**config.mk**
```make
export PLATFORM = sky130hd
export DESIGN_NAME = pmw_ctrl
export DESIGN_NICKNAME = d
export VERILOG_FILES = /design/src/shared/pmw_pkg.sv /design/src/shared/pmw_wake_if.sv /design/src/hw/pmw_wake_det.sv /design/src/hw/pmw_ctrl.sv
export VERILOG_INCLUDE_DIRS = /design/src /design/src/shared
export SDC_FILE = /design/constraint.sdc
export NUM_CORES = 1
export LEC_CHECK = 0
export BUFFER_PORTS_ARGS = -buffer_cell sky130_fd_sc_hd__buf_2
export CELL_PAD_IN_SITES_DETAIL_PLACEMENT = 0
export CELL_PAD_IN_SITES_GLOBAL_PLACEMENT = 2
export CORE_AREA = 2 2 150 108
export CTS_CLUSTER_SIZE = 16
export DETAILED_ROUTE_END_ITERATION = 7
export DIE_AREA = 0 0 152 110
export GPL_ROUTABILITY_DRIVEN = 0
export PLACE_DENSITY = 0.78
export SKIP_CTS_REPAIR_TIMING = 1
export SYNTH_ARGS = -nofsm -noshare
export SYNTH_HDL_FRONTEND = slang
export SYNTH_SLANG_ARGS = --single-unit
export TNS_END_PERCENT = 5
```
**constraint.sdc**
```tcl
create_clock -name sys_clk -period 2.8 [get_ports sys_clk]
set_input_delay 0.14 -clock sys_clk [delete_from_list [all_inputs] [get_ports sys_clk]]
set_output_delay 0.14 -clock sys_clk [all_outputs]
set_load 0.01 [all_outputs]
```
**src/shared/pmw_map.svh**
```systemverilog
// Register offsets, field positions, reset values and timing figures
`ifndef PMW_MAP_SVH
`define PMW_MAP_SVH

// ==========================================================
// Register offsets
`define PMW_ADDR_MODE 8'h00
`define PMW_ADDR_WAKE 8'h01
`define PMW_ADDR_STAT 8'h02

// ==========================================================
// Mode control fields
`define PMW_MODE_STOP_BIT 1
`define PMW_MODE_SLOW_BIT 2
`define PMW_MODE_SEL_LO 3
`define PMW_MODE_SEL_HI 4

// ==========================================================
// Wake config and status fields
`define PMW_WAKE_TMR_BIT 0
`define PMW_STAT_MODE_LO 0
`define PMW_STAT_MODE_HI 1
`define PMW_STAT_FAST_BIT 2
`define PMW_STAT_SETTLE_BIT 3
`define PMW_STAT_PIN_BIT 4
`define PMW_STAT_USB_BIT 5
`define PMW_STAT_TMR_BIT 6

// ==========================================================
// Reset values
`define PMW_MODE_RST 8'h00
`define PMW_WAKE_RST 8'h00

// ==========================================================
// Timing figures
`define PMW_SYS_HZ 64'd200000000
`define PMW_HCLK_HZ 64'd6000000
`define PMW_LCLK_HZ 64'd32000
`define PMW_WAKE_HCLKS 64'd2048
`define PMW_OSC_START_NS 64'd1000
`define PMW_SLOW_CPU_DIV 4

`endif

```
**src/shared/pmw_pkg.sv**
```systemverilog
// Types shared by the power mode and wake-up controller
package pmw_pkg;

  // ==========================================================
  // Controller states
  typedef enum logic [2:0] {
    ST_RUN = 3'b000,
    ST_GREEN = 3'b001,
    ST_SLEEP = 3'b010,
    ST_WAKE = 3'b011
  } pmw_state_e;

  // ==========================================================
  // Mode select encodings
  typedef enum logic [1:0] {
    SEL_NORMAL = 2'b00,
    SEL_SLEEP = 2'b01,
    SEL_GREEN = 2'b10,
    SEL_RSVD = 2'b11
  } pmw_sel_e;

  // ==========================================================
  // Operating mode shown to software
  typedef enum logic [1:0] {
    OPM_NORMAL = 2'b00,
    OPM_SLOW = 2'b01,
    OPM_GREEN = 2'b10,
    OPM_SLEEP = 2'b11
  } pmw_opmode_e;

endpackage : pmw_pkg

```
**src/shared/pmw_wake_if.sv**
```systemverilog
// Wake trigger pulses from the pin detector to the mode controller
`timescale 1ns/1ps
`default_nettype none

interface pmw_wake_if;
  logic pin_change;
  logic usb_toggle;

  modport det (output pin_change, output usb_toggle);
  modport ctrl (input pin_change, input usb_toggle);
endinterface : pmw_wake_if

`default_nettype wire

```
**src/hw/pmw_wake_det.sv**
```systemverilog
// Pin synchronisers and level change detection for wake triggers
`timescale 1ns/1ps
`default_nettype none

module pmw_wake_det
  import pmw_pkg::*;
(
  // Clock and reset
  input wire logic sys_clk,
  input wire logic reset,
  // Raw pins
  input wire logic [23:0] port_pins,
  input wire logic [1:0] usb_bus,
  // Trigger pulses
  pmw_wake_if.det wake
);

  logic [25:0] meta_q;
  logic [25:0] sync_q;
  logic [25:0] prev_q;
  logic [1:0] prime_q;
  logic primed;
  logic pin_change_q;
  logic usb_toggle_q;

  // ==========================================================
  // Two-stage synchroniser
  always_ff @(posedge sys_clk) begin
    if (reset) begin
      meta_q <= 26'h0;
      sync_q <= 26'h0;
    end else begin
      meta_q <= {usb_bus, port_pins};
      sync_q <= meta_q;
    end
  end

  // ==========================================================
  // Change detection; held off until the previous sample holds a real
  // pin level, so the zeroed reset state cannot fake an edge
  assign primed = (prime_q == 2'h3);

  always_ff @(posedge sys_clk) begin
    if (reset) begin
      prev_q <= 26'h0;
      prime_q <= 2'h0;
      pin_change_q <= 1'b0;
      usb_toggle_q <= 1'b0;
    end else begin
      prev_q <= sync_q;
      if (!primed) begin
        prime_q <= prime_q + 2'h1;
      end
      pin_change_q <= primed && (|(sync_q[23:0] ^ prev_q[23:0]));
      usb_toggle_q <= primed && (|(sync_q[25:24] ^ prev_q[25:24]));
    end
  end

  assign wake.pin_change = pin_change_q;
  assign wake.usb_toggle = usb_toggle_q;

endmodule : pmw_wake_det

`default_nettype wire

```
**src/hw/pmw_ctrl.sv**
```systemverilog
// Operating mode and wake-up controller top
//
// Our own choices: the strobed register port and the register addresses.
`timescale 1ns/1ps
`default_nettype none
`include "pmw_map.svh"

// Behaviour
// - Four modes: normal, slow, green, sleep
// - Mode select 01 enters sleep
// - Mode select 10 enters green
// - Slow select switches system to low clock
// - Oscillator stop halts fast clock in slow
// - Clearing slow select returns to normal at once
// - Sleep and green suspend instruction execution
// - Wake on port changes, timer, USB toggle
// - Sleep wakes to normal, never on timer
// - Green returns to mode active before entry
// - Timer wake off: only pins and USB toggle wake green
// - Timer wake on: pins and timer wake green; this code still wakes green on USB toggle too
// - Sleep stops the fast oscillator
// - Sleep wake waits 2048 clocks plus start-up
// - Green wake resumes with no delay
// - Select codes: 00 normal, 01 sleep, 10 green
// - Slow select 0 high clock, 1 low clock
// - Slow instruction rate is low clock over four
module pmw_ctrl
  import pmw_pkg::*;
#(
  parameter int WAKE_CYC = int'((`PMW_WAKE_HCLKS * `PMW_SYS_HZ
    + `PMW_HCLK_HZ - 64'd1) / `PMW_HCLK_HZ),
  parameter int LCLK_DIV = int'(`PMW_SYS_HZ / `PMW_LCLK_HZ)
)
(
  // Clock and reset
  input wire logic sys_clk,
  input wire logic reset,
  // Register port
  input wire logic [7:0] reg_addr,
  input wire logic [7:0] reg_wdata,
  input wire logic reg_wr,
  input wire logic reg_rd,
  output logic [7:0] reg_rdata,
  // Wake-up pins
  input wire logic [7:0] port0_pins,
  input wire logic [7:0] port1_pins,
  input wire logic [7:0] port2_pins,
  input wire logic [1:0] usb_bus,
  // Peripheral status and enables
  input wire logic tmr_a_overflow,
  input wire logic tmr_a_enable,
  input wire logic tmr_b_enable,
  input wire logic usb_engine_enable,
  // Clock and execution control
  output logic cpu_step,
  output logic cpu_run,
  output logic internal_fast_osc_en,
  output logic internal_slow_osc_en,
  output logic sys_clk_slow,
  output logic [1:0] op_mode,
  output logic wake_settling,
  // Peripheral activity
  output logic tmr_a_active,
  output logic tmr_b_active,
  output logic usb_active
);

  // ==========================================================
  // Derived counts
  localparam int START_CYC = int'((`PMW_OSC_START_NS * `PMW_SYS_HZ
    + 64'd999999999) / 64'd1000000000);
  localparam int HCLK_DIV = int'(`PMW_SYS_HZ / `PMW_HCLK_HZ);
  localparam logic [19:0] SETTLE_LOAD = 20'(WAKE_CYC + START_CYC - 1);
  localparam logic [5:0] HDIV_LAST = 6'(HCLK_DIV - 1);
  localparam logic [12:0] LDIV_LAST = 13'(LCLK_DIV - 1);
  localparam logic [1:0] SLOW_LAST = 2'(`PMW_SLOW_CPU_DIV - 1);
  localparam logic [7:0] MODE_RST = `PMW_MODE_RST;
  localparam logic [7:0] WAKE_RST = `PMW_WAKE_RST;

  // Where a write of the mode select leads from the running state
  function automatic pmw_state_e sel_target(input logic [1:0] sel);
    unique case (sel)
      SEL_SLEEP: sel_target = ST_SLEEP;
      SEL_GREEN: sel_target = ST_GREEN;
      SEL_NORMAL: sel_target = ST_RUN;
      SEL_RSVD: sel_target = ST_RUN;
    endcase
  endfunction : sel_target

  pmw_wake_if wake_bus ();

  pmw_wake_det u_wake_det (
    .sys_clk (sys_clk),
    .reset (reset),
    .port_pins ({port2_pins, port1_pins, port0_pins}),
    .usb_bus (usb_bus),
    .wake (wake_bus.det)
  );

  pmw_state_e state_q;
  logic [1:0] cpu_mode_sel_q;
  logic slow_clock_sel_q;
  logic high_osc_stop_q;
  logic tmr_wake_en_q;
  logic [19:0] settle_cnt_q;
  logic [5:0] hdiv_q;
  logic [12:0] ldiv_q;
  logic [1:0] slow_div_q;
  logic [2:0] cause_q;
  logic [7:0] rdata_q;
  logic cpu_step_q;
  logic cpu_run_q;
  logic fast_osc_q;
  logic slow_osc_q;
  logic sys_slow_q;
  logic [1:0] op_mode_q;
  logic settling_q;
  logic tmr_a_act_q;
  logic tmr_b_act_q;
  logic usb_act_q;
  logic mode_wr;
  logic ext_trig;
  logic tmr_trig;
  logic green_wake;
  logic sleep_wake;
  logic hi_tick;
  logic lo_tick;
  logic fast_osc_d;
  logic [1:0] op_mode_d;

  // Mode register writes only land while instructions execute
  assign mode_wr = reg_wr && (reg_addr == `PMW_ADDR_MODE)
    && (state_q == ST_RUN);
  assign ext_trig = wake_bus.ctrl.pin_change || wake_bus.ctrl.usb_toggle;
  assign tmr_trig = tmr_wake_en_q && tmr_a_enable && tmr_a_overflow;
  assign green_wake = ext_trig || tmr_trig;
  assign sleep_wake = ext_trig;
  assign hi_tick = (hdiv_q == HDIV_LAST);
  assign lo_tick = (ldiv_q == LDIV_LAST);

  // ==========================================================
  // Mode state machine
  always_ff @(posedge sys_clk) begin
    if (reset) begin
      state_q <= ST_RUN;
    end else begin
      unique case (state_q)
        ST_RUN: begin
          if (mode_wr) begin
            state_q <= sel_target(
              reg_wdata[`PMW_MODE_SEL_HI:`PMW_MODE_SEL_LO]);
          end
        end
        ST_GREEN: begin
          if (green_wake) begin
            state_q <= ST_RUN;
          end
        end
        ST_SLEEP: begin
          if (sleep_wake) begin
            state_q <= ST_WAKE;
          end
        end
        ST_WAKE: begin
          if (settle_cnt_q == 20'h0) begin
            state_q <= ST_RUN;
          end
        end
        default: state_q <= ST_RUN;
      endcase
    end
  end

  // ==========================================================
  // Oscillator settling count after sleep
  always_ff @(posedge sys_clk) begin
    if (reset) begin
      settle_cnt_q <= 20'h0;
    end else if (state_q == ST_SLEEP && sleep_wake) begin
      settle_cnt_q <= SETTLE_LOAD;
    end else if (state_q == ST_WAKE && settle_cnt_q != 20'h0) begin
      settle_cnt_q <= settle_cnt_q - 20'h1;
    end
  end

  // ==========================================================
  // Mode control register
  always_ff @(posedge sys_clk) begin
    if (reset) begin
      cpu_mode_sel_q <= MODE_RST[`PMW_MODE_SEL_HI:`PMW_MODE_SEL_LO];
      slow_clock_sel_q <= MODE_RST[`PMW_MODE_SLOW_BIT];
      high_osc_stop_q <= MODE_RST[`PMW_MODE_STOP_BIT];
    end else if (mode_wr) begin
      // Reserved code is not kept so it cannot stand as a mode
      if (reg_wdata[`PMW_MODE_SEL_HI:`PMW_MODE_SEL_LO] == SEL_RSVD) begin
        cpu_mode_sel_q <= SEL_NORMAL;
      end else begin
        cpu_mode_sel_q <= reg_wdata[`PMW_MODE_SEL_HI:`PMW_MODE_SEL_LO];
      end
      slow_clock_sel_q <= reg_wdata[`PMW_MODE_SLOW_BIT];
      high_osc_stop_q <= reg_wdata[`PMW_MODE_STOP_BIT];
    end else if (state_q == ST_SLEEP && sleep_wake) begin
      // Sleep always comes back on the fast clock, oscillator restarted
      cpu_mode_sel_q <= SEL_NORMAL;
      slow_clock_sel_q <= 1'b0;
      high_osc_stop_q <= 1'b0;
    end else if (state_q == ST_GREEN && green_wake) begin
      cpu_mode_sel_q <= SEL_NORMAL;
    end
  end

  // ==========================================================
  // Wake config and wake cause
  always_ff @(posedge sys_clk) begin
    if (reset) begin
      tmr_wake_en_q <= WAKE_RST[`PMW_WAKE_TMR_BIT];
    end else if (reg_wr && reg_addr == `PMW_ADDR_WAKE) begin
      tmr_wake_en_q <= reg_wdata[`PMW_WAKE_TMR_BIT];
    end
  end

  always_ff @(posedge sys_clk) begin
    if (reset) begin
      cause_q <= 3'h0;
    end else if (state_q == ST_GREEN && green_wake) begin
      cause_q <= {tmr_trig, wake_bus.ctrl.usb_toggle,
        wake_bus.ctrl.pin_change};
    end else if (state_q == ST_SLEEP && sleep_wake) begin
      cause_q <= {1'b0, wake_bus.ctrl.usb_toggle,
        wake_bus.ctrl.pin_change};
    end
  end

  // ==========================================================
  // Rate dividers: fast clock tick and slow clock quarter
  always_ff @(posedge sys_clk) begin
    if (reset || hi_tick) begin
      hdiv_q <= 6'h0;
    end else begin
      hdiv_q <= hdiv_q + 6'h1;
    end
  end

  always_ff @(posedge sys_clk) begin
    if (reset || lo_tick) begin
      ldiv_q <= 13'h0;
    end else begin
      ldiv_q <= ldiv_q + 13'h1;
    end
  end

  always_ff @(posedge sys_clk) begin
    if (reset) begin
      slow_div_q <= 2'h0;
    end else if (lo_tick) begin
      slow_div_q <= slow_div_q + 2'h1;
    end
  end

  // ==========================================================
  // Clock, execution and activity outputs
  // Stop is only honoured on the slow clock; the fast clock cannot be
  // pulled from under a running normal-mode core.
  always_comb begin
    fast_osc_d = !(state_q == ST_SLEEP)
      && !(high_osc_stop_q && slow_clock_sel_q);
    unique case (state_q)
      ST_GREEN: op_mode_d = OPM_GREEN;
      ST_SLEEP: op_mode_d = OPM_SLEEP;
      ST_WAKE: op_mode_d = OPM_SLEEP;
      default: op_mode_d = slow_clock_sel_q ? OPM_SLOW : OPM_NORMAL;
    endcase
  end

  always_ff @(posedge sys_clk) begin
    if (reset) begin
      cpu_step_q <= 1'b0;
      cpu_run_q <= 1'b0;
    end else begin
      cpu_run_q <= (state_q == ST_RUN);
      cpu_step_q <= (state_q == ST_RUN) && (slow_clock_sel_q
        ? (lo_tick && slow_div_q == SLOW_LAST) : hi_tick);
    end
  end

  always_ff @(posedge sys_clk) begin
    if (reset) begin
      fast_osc_q <= 1'b1;
      slow_osc_q <= 1'b1;
      sys_slow_q <= 1'b0;
      op_mode_q <= OPM_NORMAL;
      settling_q <= 1'b0;
    end else begin
      fast_osc_q <= fast_osc_d;
      slow_osc_q <= (state_q != ST_SLEEP);
      sys_slow_q <= slow_clock_sel_q;
      op_mode_q <= op_mode_d;
      settling_q <= (state_q == ST_WAKE);
    end
  end

  always_ff @(posedge sys_clk) begin
    if (reset) begin
      tmr_a_act_q <= 1'b0;
      tmr_b_act_q <= 1'b0;
      usb_act_q <= 1'b0;
    end else begin
      tmr_a_act_q <= tmr_a_enable && (state_q != ST_SLEEP)
        && (state_q != ST_WAKE);
      tmr_b_act_q <= tmr_b_enable && (state_q == ST_RUN);
      usb_act_q <= usb_engine_enable && (state_q == ST_RUN)
        && !slow_clock_sel_q;
    end
  end

  // ==========================================================
  // Register read port, data one cycle after the strobe
  always_ff @(posedge sys_clk) begin
    if (reset) begin
      rdata_q <= 8'h0;
    end else if (reg_rd) begin
      unique case (reg_addr)
        `PMW_ADDR_MODE: rdata_q <= {3'h0, cpu_mode_sel_q,
          slow_clock_sel_q, high_osc_stop_q, 1'b0};
        `PMW_ADDR_WAKE: rdata_q <= {7'h0, tmr_wake_en_q};
        `PMW_ADDR_STAT: rdata_q <= {1'b0, cause_q, settling_q,
          fast_osc_q, op_mode_d};
        default: rdata_q <= 8'h0;
      endcase
    end else begin
      rdata_q <= 8'h0;
    end
  end

  assign reg_rdata = rdata_q;
  assign cpu_step = cpu_step_q;
  assign cpu_run = cpu_run_q;
  assign internal_fast_osc_en = fast_osc_q;
  assign internal_slow_osc_en = slow_osc_q;
  assign sys_clk_slow = sys_slow_q;
  assign op_mode = op_mode_q;
  assign wake_settling = settling_q;
  assign tmr_a_active = tmr_a_act_q;
  assign tmr_b_active = tmr_b_act_q;
  assign usb_active = usb_act_q;

  // ==========================================================
  // Checks
  chk_sleep_entry: assert property (@(posedge sys_clk) disable iff (reset)
    mode_wr && reg_wdata[4:3] == 2'b01
    |=> state_q == ST_SLEEP ##1 !cpu_run && !internal_fast_osc_en)
    else $error("sleep not entered on select 01");

  chk_green_entry: assert property (@(posedge sys_clk) disable iff (reset)
    mode_wr && reg_wdata[4:3] == 2'b10
    |=> state_q == ST_GREEN ##1 op_mode == OPM_GREEN)
    else $error("green not entered on select 10");

  chk_rsvd_stays: assert property (@(posedge sys_clk) disable iff (reset)
    mode_wr && reg_wdata[4:3] == 2'b11
    |=> state_q == ST_RUN ##1 cpu_run)
    else $error("reserved select left the running state");

  chk_slow_clock: assert property (@(posedge sys_clk) disable iff (reset)
    mode_wr |=> ##1 sys_clk_slow == $past(reg_wdata[2], 2))
    else $error("system clock select does not follow write");

  chk_osc_stop: assert property (@(posedge sys_clk) disable iff (reset)
    state_q == ST_RUN && slow_clock_sel_q && high_osc_stop_q
    |=> !internal_fast_osc_en && internal_slow_osc_en)
    else $error("fast oscillator still on after stop");

  chk_sleep_osc: assert property (@(posedge sys_clk) disable iff (reset)
    state_q == ST_SLEEP |=> !internal_fast_osc_en && !cpu_step)
    else $error("fast oscillator runs in sleep");

  chk_halt_exec: assert property (@(posedge sys_clk) disable iff (reset)
    cpu_step |-> $past(state_q) == ST_RUN)
    else $error("instruction step outside running state");

  chk_sleep_tmr: assert property (@(posedge sys_clk) disable iff (reset)
    state_q == ST_SLEEP && !ext_trig |=> state_q == ST_SLEEP)
    else $error("sleep left without external trigger");

  chk_green_tmr: assert property (@(posedge sys_clk) disable iff (reset)
    state_q == ST_GREEN && tmr_trig
    |=> state_q == ST_RUN && $stable(slow_clock_sel_q))
    else $error("timer overflow did not resume from green");

  chk_green_hold: assert property (@(posedge sys_clk) disable iff (reset)
    state_q == ST_GREEN && !ext_trig && !tmr_wake_en_q
    |=> state_q == ST_GREEN)
    else $error("green left with timer wake disabled");

  chk_green_fast: assert property (@(posedge sys_clk) disable iff (reset)
    state_q == ST_GREEN && ext_trig |=> state_q == ST_RUN ##1 cpu_run)
    else $error("green wake was delayed");

  chk_wake_len: assert property (@(posedge sys_clk) disable iff (reset)
    $past(state_q) == ST_WAKE && state_q == ST_RUN
    |-> $past(settle_cnt_q) == 20'h0 && !slow_clock_sel_q)
    else $error("sleep wake ended before settling count");

  chk_slow_rate: assert property (@(posedge sys_clk) disable iff (reset)
    cpu_step && $past(slow_clock_sel_q)
    |-> $past(lo_tick) && $past(slow_div_q) == 2'h3)
    else $error("slow step not at quarter of low clock");

endmodule : pmw_ctrl

`default_nettype wire

```
==> results.ini <==
[outcome]
outcome=completed

[detailed_routing]
drtAntennaViolNets=0
via_per_inst=4.48
avgRoutedWirePerCell_um=11.9
wirelength_um=10000
first_pass_iters=4
vias=3787
drc=0
first_iter_violations=154

[cells_and_area]
antenna_cells=0
drive_above_1_share_pct=16.1
fill_cells=1439
syn_to_final_growth_pct=26.2
nNetsFinal=691

[setup_path]
path_class=flip-flop to flip-flop
reg2reg_slack_ns=0.36
crit_slowest_cell=or4_1
critPathTopFamily=simple AND/OR/NAND/NOR gates
start_kind=flip-flop
path_cells=or4_1 -> or2_1 -> or4_4 -> or3_1 -> a21oi_1
path_buf_inv=0
reg2reg_depth=5
worstReg2RegEnd=settle_cnt_q[17]
path_max_fanout=8
cp.required_ns=3.13
r2r-start=settle_cnt_q[4]
slowest_delay_ns=0.67
critPathArrivalTime_ns=2.78
crit_path_end_kind=flip-flop

[die]
initial_core_util_pct=35.4
core_area_sq_mm=0.0153
die_h_um=110
dieArea_sq_mm=0.0167
ios=69
die_x_um=152
row_count=38

[clock_network]
cts_tree=yes
numCtsBuffers=17
cts_sinks=151
root_buffer=clkbuf_16
clkSlewWorstSetupHoldPaths_ns=0.06
clk_path_buf_depth=2
clock_latency_ns=0.41
cts_max_level=4

[global_routing]
gr-usage-met3_pct=5.00
grt_util_met2_pct=19.3
antenna_found_initial=0
grt_pass1_wl_um=16800
grt_pass1_vias=3581
met1_usage_pct=16.1
grt_overflow=0
grt.total_usage_pct=12.6
grt_max_degree=52
grt.busiest_layer=met2

[synth]
synthTopCellsByCount=dfxtp_1 (151), nor2b_1 (79), nor2_1 (59), xor2_1 (29), xnor2_1 (25)
ys_top_cells_by_area=dfxtp_1 (56%), nor2b_1 (9.1%), xor2_1 (4.7%)
synthCells=535
synth_top_flop_cell=dfxtp_1
synth_top_cell_by_area=dfxtp_1
synth_edf_count=0
yosysTopAreaCellShare_pct=55.9
async_flop_share_pct=0
yosysMostFrequentCell=dfxtp_1
syn_avg_cell_area_sq_um=10.1
ys_seq_elements=151
ys_types=44
syn-num-nets=593
netlist_area_sq_mm=0.00540
yosys_warnings=0
synth_seq_area_share_pct=55.9

[run]
max_cap_viol_count=0

[pwr]
pwr_density_cell_mw_per_mm2=682
finalPower_mw=4.65
p_leak_nw=2.79
peakVddDrop_v=0.000365

[timing]
worst_pin_slew_ns=0.622
slew-limit-headroom_pct=58.3
fin_worst_skew_ns=0.00721
hold_violations=0
clock.fmax_ghz=0.409
report.final.setup_viol=0
period_needed_ns=2.44
maxSlewViolCount=0
fin_crit_sh_pct=87.3
rsz0062_at_grt=no
setup_tns_ns=0

[worst_hold_path]
hold_end=reg_rdata[1]
hold_depth=2
hp-start=reg_addr[1]
holdCritPathClass=input pin to flip-flop

[placed_design]
port_buffers=64
place_hpwl_um=6690

[worst register-to-register path, cell delays in order (launching register included)]
cell     delay [ns]
dfxtp_1        0.34
or4_1          0.67
or2_1          0.37
or4_4          0.51
or3_1          0.35
a21oi_1        0.14
[cell usage in the layout (no fill, tap or decap), types with 7 or more instances in the layout]
cell | netlist | layout
dfxtp_1 | 151 | 151
nor2b_1 | 79 | 79
buf_2 | 2 | 63
nor2_1 | 59 | 59
dlygate4sd3_1 | 0 | 33
xor2_1 | 29 | 29
xnor2_1 | 25 | 25
clkbuf_16 | 0 | 17
nand2_1 | 16 | 16
a21oi_1 | 16 | 16
nand3_1 | 14 | 14
nand4_1 | 10 | 10
inv_1 | 9 | 9
nor4_1 | 9 | 9
mux2i_1 | 8 | 8
ha_1 | 8 | 8
a31oi_1 | 7 | 7
and3_1 | 7 | 7
[per-layer routing]
layer | share of wire [%] | vias to the layer above
li1 | - | 1986
met1 | 51 | 1697
met2 | 42 | 93
met3 | 6.0 | 11
met4 | 1.3 | 0
met5 | 0 | -
[worst max-delay path by stage]
stage	endpoint	startpoint	cells after the start	slack (ns)
after global placement	settle_cnt_q[17]	settle_cnt_q[4]	5	0.40
after global routing	settle_cnt_q[17]	settle_cnt_q[4]	5	0.23
after CTS	settle_cnt_q[17]	settle_cnt_q[4]	5	0.35
after detailed placement	settle_cnt_q[17]	settle_cnt_q[4]	5	0.39
final	settle_cnt_q[17]	settle_cnt_q[4]	5	0.36
after floorplan	settle_cnt_q[17]	settle_cnt_q[4]	7	0.47
[registers in the layout, summed over array words and instances, names as in the netlist, 2 cells and up]
name	count
slow_div_q	2
ldiv_q	13
u_wake_det.sync_q	26
cause_q	3
hdiv_q	6
state_q	2
cpu_mode_sel_q	2
reg_rdata	7
op_mode	2
u_wake_det.prev_q	26
settle_cnt_q	20
u_wake_det.prime_q	2
u_wake_det.meta_q	26
[area by class of cell]
type	count	area (sq um)	share of cell area, %
inverters	9	33.8	0.495
clock buffers	18	439	6.44
clock inverters	13	136	2.00
repair buffers	100	676	9.91
well taps	200	250	3.67
multi-input cells	354	2260	33.2
flip-flops and latches	151	3020	44.3
[report_power, final]
group          leakage [nW]  total (mW)  switching [mW]  internal (mW)
clock network         0.281        2.19           0.921           1.27
logic                  1.28       0.217          0.0940          0.123
registers              1.23        2.24          0.0297           2.21
total                  2.79        4.65            1.04           3.60
[kinds of logic after synthesis]
logic type,count (synthesis),share of synthesized area [%]
compound gates,42,4.77
simple gates,241,24.9
fa+ha+maj,8,1.85
buf+inv,30,2.20
other cells,1,0.0694
flops,151,55.9
mux,8,1.48
xor+xnor,54,8.75
[per-stage QoR]
| step | hold slack (ns) | setup slack, ns | util (%) | cell area [sq um] | instances |
|---|---|---|---|---|---|
| after CTS | -0.0947 | 0.350 | 42.5 | 6490 | 812 |
| after global placement | 0.344 | 0.399 | 38.8 | 5910 | 781 |
| after global routing | 0.0685 | 0.225 | 44.7 | 6820 | 845 |
| after detailed placement | 0.352 | 0.387 | 38.8 | 5910 | 781 |
| after floorplan | 0.216 | 0.471 | - | 5400 | 535 |
| final | 0.0770 | 0.356 | 44.7 | 6820 | 845 |
Power figures use the tool's default switching activity.
